[src/include/otp_seq_pkg.sv]
// Package: register map, command values and timing constants for the OTP burn sequencer
package otp_seq_pkg;
  // Register offsets
  localparam logic [7:0] SHADOW_FIRST     = 8'h00;
  localparam logic [7:0] SHADOW_LAST      = 8'h1e;
  localparam logic [7:0] SIGNATURE_ADDR   = 8'h1e;
  localparam logic [7:0] CORE_CTRL_ADDR   = 8'h23;
  localparam logic [7:0] KEY_FIRST_ADDR   = 8'h62;
  localparam logic [7:0] KEY_SECOND_ADDR  = 8'h63;
  localparam logic [7:0] ANGLE_LO_ADDR    = 8'h40;
  localparam logic [7:0] ANGLE_HI_ADDR    = 8'h41;
  localparam logic [7:0] STATUS_ADDR      = 8'h42;
  // Command values
  localparam logic [7:0] CTRL_CORE_RESET  = 8'h20;
  localparam logic [7:0] CTRL_GUARD_BAND  = 8'h40;
  localparam logic [7:0] CTRL_NORMAL      = 8'h00;
  localparam logic [7:0] KEY_FIRST_VAL    = 8'h70;
  localparam logic [7:0] KEY_SECOND_VAL   = 8'h51;
  // Field positions
  localparam int LOCK_REG_IDX = 32'h0000_001d;
  localparam int LOCK_BIT     = 0;
  localparam int STAT_BURNING = 0;
  localparam int STAT_REFRESH = 1;
  localparam int STAT_FUSED   = 2;
  localparam int STAT_GUARD   = 3;
  localparam int STAT_FUNC    = 4;
  localparam int STAT_KEYARM  = 5;
  // Timing
  localparam int CLK_MHZ      = 50;
  localparam int BURN_TIME_MS = 10;
  localparam int REFR_TIME_MS = 5;
  localparam int BURN_CYCLES  = BURN_TIME_MS * 1000 * CLK_MHZ;
  localparam int REFR_CYCLES  = REFR_TIME_MS * 1000 * CLK_MHZ;
  localparam int SHADOW_DEPTH = 31;
  // Sequencer states
  typedef enum logic [3:0] {
    ST_IDLE  = 4'b0001,
    ST_BURN  = 4'b0010,
    ST_REFR  = 4'b0100,
    ST_DONE  = 4'b1000
  } otp_state_t;
endpackage : otp_seq_pkg

[src/logic/otp_seq.sv]
// OTP burn and verify sequencer with register shadow and fuse array
`timescale 1ns/1ns
////////////////////////////////////////////////////////////////////////////////
module otp_seq #(
  parameter int BURN_CNT = otp_seq_pkg::BURN_CYCLES,
  parameter int REFR_CNT = otp_seq_pkg::REFR_CYCLES
) (
  // Clock and reset
  input  wire logic        clk_sys,
  input  wire logic        rst,
  // Register port
  input  wire logic [7:0]  addr,
  input  wire logic [7:0]  wdata,
  input  wire logic        wr,
  input  wire logic        rd,
  output logic      [7:0]  rdata,
  // Sensor core side
  input  wire logic [15:0] measured_angle,
  output logic             core_reset,
  output logic             guard_band,
  output logic             func_mode,
  output logic             comm_mode
);
  ////////////////////////////////////////////////////////////////////////////////
  // Storage
  logic [7:0]  shadow_reg [otp_seq_pkg::SHADOW_DEPTH];
  logic [7:0]  fuse_reg   [otp_seq_pkg::SHADOW_DEPTH];
  logic [7:0]  ctrl_reg;
  logic        key_arm_reg;
  logic        fused_reg;
  logic        started_reg;
  logic        func_reg;
  logic        comm_reg;
  logic        guard_reg;
  logic [31:0] cnt_reg;
  logic [7:0]  rdata_reg;
  logic        core_reset_reg;
  otp_seq_pkg::otp_state_t state_reg;
  otp_seq_pkg::otp_state_t state_next;

  ////////////////////////////////////////////////////////////////////////////////
  // Decode
  wire in_shadow  = addr <= otp_seq_pkg::SHADOW_LAST;
  wire busy       = state_reg != otp_seq_pkg::ST_IDLE;
  // Writes are dropped while fusing or reloading, and in functional mode
  wire wr_ok      = wr && !busy && comm_reg;
  wire wr_shadow  = wr_ok && in_shadow;
  wire wr_ctrl    = wr_ok && (addr == otp_seq_pkg::CORE_CTRL_ADDR);
  wire wr_key1    = wr_ok && (addr == otp_seq_pkg::KEY_FIRST_ADDR);
  wire wr_key2    = wr_ok && (addr == otp_seq_pkg::KEY_SECOND_ADDR);
  // Burn needs the first key as the immediately preceding write; a repeat burn is refused until reset, and after it too when the lock bit is fused
  wire key1_hit   = wr_key1 && (wdata == otp_seq_pkg::KEY_FIRST_VAL);
  wire burn_go    = wr_key2 && (wdata == otp_seq_pkg::KEY_SECOND_VAL) && key_arm_reg
                    && !fused_reg;
  wire reload_go  = wr_ctrl && fused_reg &&
                    ((wdata == otp_seq_pkg::CTRL_GUARD_BAND) ||
                     (wdata == otp_seq_pkg::CTRL_NORMAL));
  wire cnt_done   = cnt_reg == 32'h0000_0000;
  // Reload lands on the last wait cycle, while writes are still refused
  wire reload_done = (state_reg == otp_seq_pkg::ST_REFR) && cnt_done;
  wire [7:0] status = {2'h0, key_arm_reg, func_reg, ctrl_reg == otp_seq_pkg::CTRL_GUARD_BAND,
                       fused_reg, state_reg == otp_seq_pkg::ST_REFR,
                       state_reg == otp_seq_pkg::ST_BURN};

  ////////////////////////////////////////////////////////////////////////////////
  // Read mux
  logic [7:0] rd_mux;
  always_comb begin
    if (in_shadow) begin
      rd_mux = shadow_reg[addr[4:0]];
    end else if (addr == otp_seq_pkg::CORE_CTRL_ADDR) begin
      rd_mux = ctrl_reg;
    end else if (addr == otp_seq_pkg::ANGLE_LO_ADDR) begin
      rd_mux = measured_angle[7:0];
    end else if (addr == otp_seq_pkg::ANGLE_HI_ADDR) begin
      rd_mux = measured_angle[15:8];
    end else if (addr == otp_seq_pkg::STATUS_ADDR) begin
      rd_mux = status;
    end else begin
      rd_mux = 8'h00;
    end
  end

  ////////////////////////////////////////////////////////////////////////////////
  // Sequencer state
  always_comb begin
    state_next = state_reg;
    case (state_reg)
      otp_seq_pkg::ST_IDLE: begin
        if (burn_go) begin
          state_next = otp_seq_pkg::ST_BURN;
        end else if (reload_go) begin
          state_next = otp_seq_pkg::ST_REFR;
        end
      end
      otp_seq_pkg::ST_BURN: begin
        if (cnt_done) begin
          state_next = otp_seq_pkg::ST_IDLE;
        end
      end
      otp_seq_pkg::ST_REFR: begin
        if (cnt_done) begin
          state_next = otp_seq_pkg::ST_IDLE;
        end
      end
      default: begin
        state_next = otp_seq_pkg::ST_IDLE;
      end
    endcase
  end

  always_ff @(posedge clk_sys or posedge rst) begin
    if (rst) begin
      state_reg <= otp_seq_pkg::ST_IDLE;
    end else begin
      state_reg <= state_next;
    end
  end

  // Wait counter for fuse and reload phases
  always_ff @(posedge clk_sys or posedge rst) begin
    if (rst) begin
      cnt_reg <= 32'h0000_0000;
    end else if (burn_go) begin
      cnt_reg <= 32'(BURN_CNT - 1);
    end else if (reload_go) begin
      cnt_reg <= 32'(REFR_CNT - 1);
    end else if (!cnt_done) begin
      cnt_reg <= cnt_reg - 32'h0000_0001;
    end
  end

  ////////////////////////////////////////////////////////////////////////////////
  // Control, key and core-reset flags
  always_ff @(posedge clk_sys or posedge rst) begin
    if (rst) begin
      ctrl_reg       <= otp_seq_pkg::CTRL_NORMAL;
      key_arm_reg    <= 1'b0;
      core_reset_reg <= 1'b0;
    end else begin
      if (wr_ctrl) begin
        ctrl_reg <= wdata;
      end
      core_reset_reg <= wr_ctrl && (wdata == otp_seq_pkg::CTRL_CORE_RESET);
      if (wr) begin
        key_arm_reg <= key1_hit;
      end
    end
  end

  // Fuse array written once at end of burn; it survives reset as nonvolatile
  always_ff @(posedge clk_sys) begin
    if (state_reg == otp_seq_pkg::ST_BURN && cnt_done) begin
      fuse_reg <= shadow_reg;
    end
  end

  // Fused flag: set at burn completion; cleared by reset and again in the first cycle after it
  always_ff @(posedge clk_sys or posedge rst) begin
    if (rst) begin
      fused_reg <= 1'b0;
    end else if (state_reg == otp_seq_pkg::ST_BURN && cnt_done) begin
      fused_reg <= 1'b1;
    end else if (!started_reg) begin
      fused_reg <= 1'b0;
    end
  end

  // Start-up: first cycle after reset reads the lock fuse to pick the mode
  always_ff @(posedge clk_sys or posedge rst) begin
    if (rst) begin
      started_reg <= 1'b0;
      func_reg    <= 1'b0;
      comm_reg    <= 1'b0;
    end else if (!started_reg) begin
      started_reg <= 1'b1;
      func_reg    <= fuse_reg[otp_seq_pkg::LOCK_REG_IDX][otp_seq_pkg::LOCK_BIT] === 1'b1;
      comm_reg    <= fuse_reg[otp_seq_pkg::LOCK_REG_IDX][otp_seq_pkg::LOCK_BIT] !== 1'b1;
    end
  end

  // Shadow: software writes, or bulk copy from fuses at reload end (the copy wins over a write)
  always_ff @(posedge clk_sys) begin
    if (reload_done) begin
      shadow_reg <= fuse_reg;
    end else if (wr_shadow) begin
      shadow_reg[addr[4:0]] <= wdata;
    end
  end

  // Read data, one cycle after the strobe only
  always_ff @(posedge clk_sys or posedge rst) begin
    if (rst) begin
      rdata_reg <= 8'h00;
    end else if (rd) begin
      rdata_reg <= rd_mux;
    end else begin
      rdata_reg <= 8'h00;
    end
  end

  assign rdata      = rdata_reg;
  assign core_reset = core_reset_reg;
  assign guard_band = guard_reg;
  assign func_mode  = func_reg;
  assign comm_mode  = comm_reg;

  // Guard-band select held as a register output
  always_ff @(posedge clk_sys or posedge rst) begin
    if (rst) begin
      guard_reg <= 1'b0;
    end else begin
      guard_reg <= ctrl_reg == otp_seq_pkg::CTRL_GUARD_BAND;
    end
  end
endmodule : otp_seq

[config.mk]
export PLATFORM = sky130hd
export DESIGN_NAME = otp_seq
export DESIGN_NICKNAME = d
export VERILOG_FILES = /design/src/include/otp_seq_pkg.sv /design/src/logic/otp_seq.sv
export SDC_FILE = /design/constraint.sdc
export NUM_CORES = 1
export LEC_CHECK = 0
export BUFFER_PORTS_ARGS = -buffer_cell sky130_fd_sc_hd__buf_2
export CAP_MARGIN = 20
export CORE_MARGIN = 2
export CORE_UTILIZATION = 35
export CTS_BUF_LIST = sky130_fd_sc_hd__clkbuf_2 sky130_fd_sc_hd__clkbuf_4 sky130_fd_sc_hd__clkbuf_8
export DETAILED_ROUTE_END_ITERATION = 16
export PLACE_DENSITY = 0.52
export SYNTH_ARGS = -nofsm -noshare
export SYNTH_HDL_FRONTEND = slang
export SYNTH_SLANG_ARGS = --single-unit
[constraint.sdc]
create_clock -name clk_sys -period 32.9 [get_ports clk_sys]
set_clock_uncertainty 0.2 [all_clocks]
set_input_delay 6.58 -clock clk_sys [delete_from_list [all_inputs] [get_ports clk_sys]]
set_output_delay 6.58 -clock clk_sys [all_outputs]
set_load 0.02 [all_outputs]
==> results.py <==
metrics = {
    "setup_path": {
        "crit_slowest_cell": "o31ai_1",
        "cp.required_ns": 33.09,
        "end_kind": "flip-flop",
        "reg2reg_slack_ns": 26.97,
        "crit_fanout": 36,
        "r2r-end": "shadow_reg[240]$_DFFE_PP_",
        "cpPeakStageDelay_ns": 0.67,
        "crit_chain": "buf_4 -> nand2_1 -> o21a_1 -> nand2_1 -> buf_4 -> o31ai_1 -> clkbuf_2",
        "reg2reg_depth": 8,
        "r2r_start": "cnt_reg[12]$_DFFE_PP0P_",
        "cp-start-kind": "primary input",
        "critical_path_arrival_ns": 9.76,
        "crit_type": "primary input to flip-flop",
    },
    "routing": {
        "highest_layer": "met5",
        "met2_length_mm": 34.7,
        "wl_met3_mm": 6.53,
        "antenna_left": 0,
        "drt-met1-wl_mm": 32.0,
        "detail_route.wl_per_cell_um": 25.0,
        "dr.pass1.iters": 6,
        "viasPerCell": 5.65,
        "drt_iter0_markers": 1885,
        "drt_wl_total_mm": 75.4,
        "routed-via-count": 17100,
        "drc_errors": 0,
    },
    "grt": {
        "grt_pass1_wl_mm": 112,
        "grt_overflow_total": 0,
        "track_usage_pct": 20.8,
        "grt_pass1_vias": 17000,
        "grt_max_degree": 96,
        "antenna_found_initial": 7,
    },
    "cts": {
        "cts_tree": "yes",
        "insertion_delay_ns": 0.71,
        "postCtsResizedCells": 0,
        "cts_setup_buffers": 0,
        "cts.path.max_buffers": 3,
        "cts_hold_buf": 0,
        "cts_root_buf": "clkbuf_8",
        "clock-sinks": 554,
        "ctsHtreeMaxLevel": 3,
        "cts_buffers": 96,
        "clkTransAtPathRegs_ns": 0.07,
    },
    "sta": {
        "maxSlewViolCount": 0,
        "fin_crit_ns": 9.57,
        "fin_tns_setup_ns": 0,
        "worst_pin_slew_ns": 1.17,
        "setup_viol": 0,
        "rsz0062_at_grt": "false",
        "finalHoldViolCount": 0,
        "timing.slew.headroom_pct": 21.9,
        "clock.fmax_mhz": 104,
        "min_period_over_period_pct": 29.1,
    },
    "hold_path": {
        "worstHoldStart": "shadow_reg[13]$_DFFE_PP_",
        "hp-class": "flip-flop to flip-flop",
        "holdPathEnd": "fuse_reg[13]$_DFFE_PP_",
        "holdPathStages": 0,
    },
    "die": {
        "die_h_um": 269,
        "start_util_pct": 35.2,
        "io_pins": 48,
        "die_area_um2": 72400,
        "row_count": 97,
        "die_x_um": 269,
        "core_area_um2": 69800,
    },
    "placement": {
        "gp_congestion": 0.859,
        "post-place-cells": 2841,
        "hpwl_mm": 43.6,
        "placed_area_um2": 25700,
        "port_buffers": 47,
    },
    "yosys": {
        "ys_seq_elements": 554,
        "ys.flop_type": "edfxtp_1",
        "synthCells": 1964,
        "ys_async_sr_fraction_pct": 10.5,
        "seq_area_frac_synth_pct": 66.5,
        "synth_edf_count": 496,
        "avgSynthCellArea_um2": 12.5,
        "netlist_area_um2": 24600,
        "ys_warn_count": 0,
        "synth_cell_types": 75,
        "synth_fp_nets": 2001,
    },
    "finish": {
        "postLayoutCellArea_um2": 27600,
        "final_cells": 3023,
        "layout.nets": 2038,
        "areaGrowthSynthToFinish_pct": 12.5,
        "nFillCells": 6646,
        "layout-drive-gt1-share_pct": 17.1,
        "multi_input_area_um2": 7420,
        "regArea_um2": 16300,
    },
    "status": {
        "outcome": "completed",
    },
    "run": {
        "max-cap-violations": 0,
    },
    "power_and_ir_drop": {
        "p_total_w": 0.00145,
        "p_leak_nw": 8.26,
        "p_per_area_nw_per_um2": 52.5,
        "ir_drop_uv": 33.5,
    },
}
[layer usage]
layer	vias to the layer above	track usage, %
met5	-	0
li1	7522	-
met1	8673	28.3
met2	740	32.2
met4	10	7.37
met3	138	5.53
[synth_stat cells, types with 5 or more instances]
master,count,area [um^2]
buf_1,8,30.0
or3b_2,7,61.3
or3_1,13,81.3
mux4_2,49,1100
a21oi_1,19,95.1
nor4_1,10,62.6
o311ai_0,5,43.8
mux2_2,17,191
buf_2,46,230
a31oi_1,6,37.5
edfxtp_1,496,14900
o211ai_1,9,67.6
o22ai_1,10,62.6
nand4_1,5,31.3
o21ai_1,200,1000
nand2b_1,7,43.8
nor3_1,7,35.0
nand3_1,260,1300
buf_4,18,135
inv_1,12,45.0
or4_1,15,113
o21a_1,6,45.0
xor2_1,7,61.3
nand3b_1,5,37.5
dfrtp_1,57,1430
o31ai_1,41,308
o21ai_0,75,375
or2_2,6,37.5
o221ai_1,5,43.8
clkbuf_1,95,357
nor2b_1,9,56.3
nand2_1,277,1040
mux2i_1,21,210
nor2_1,65,244
and2_1,6,37.5
[cells by family after synthesis]
logic type | count (synthesis) | share of synthesized area, %
AO/OA/AOI/OAI | 414 | 9.79
XOR/XNOR | 10 | 0.356
adder cells (fa/ha/maj) | 1 | 0.0509
buffers and inverters | 184 | 3.39
flip-flops | 554 | 66.5
multiplexers | 87 | 6.12
other | 1 | 0.0153
AND/OR/NAND/NOR | 713 | 13.8
[how the worst max path moves through the flow]
stage                     cells after the start               startpoint  slack [ns]                   endpoint
after floorplan                               4  cnt_reg[18]$_DFFE_PP0P_       19.88      fuse_reg[0]$_DFFE_PP_
after global placement                        6                  addr[1]       22.80  shadow_reg[105]$_DFFE_PP_
after detailed placement                      6                  addr[1]       22.63  shadow_reg[105]$_DFFE_PP_
after CTS                                     6                  addr[1]       23.32  shadow_reg[105]$_DFFE_PP_
after global routing                          7                  addr[1]       23.17   shadow_reg[73]$_DFFE_PP_
final                                         7                  addr[1]       23.33  shadow_reg[105]$_DFFE_PP_
[report_power, final]
part           total (W)  switching, W  internal [W]  leakage [nW]
registers       0.000759   0.000000963      0.000758          4.82
clock network   0.000644      0.000301      0.000343          1.01
logic          0.0000495     0.0000358     0.0000137          2.43
[critical path, delay by kind of cell]
family / cells / cell delay (ns)
buf+inv: 3 / 0.97
simple gates: 2 / 1.01
compound gates: 2 / 1.14
[final cells by class]
cell class / instances / area share (%)
diodes: 1 / 0.00905
clock buffers: 133 / 5.99
clock inverters: 46 / 1.01
inverters: 13 / 0.177
multi-input cells: 1226 / 26.9
flip-flops and latches: 554 / 59.1
well taps: 940 / 4.25
repair buffers: 110 / 2.57
[through the flow]
step                      worst slack (ns)  utilization, %  hold WS (ns)
after global routing                 23.17            39.6         0.230
final                                23.33            39.6         0.228
after global placement               22.80            36.8         0.229
after floorplan                      19.88               -         0.217
after detailed placement             22.63            36.8         0.230
after CTS                            23.32            39.6         0.225
[cells in the final DEF (no fill, tap or decap), types with 45 or more instances in the layout]
cell type and n:
edfxtp_1 496, nand2_1 277, nand3_1 260, o21ai_1 200, clkbuf_8 105, o21ai_0 75, nor2_1 64, buf_4 64
dfrtp_1 57, mux4_2 49, buf_2 45
(Power assumes the default switching activity.)
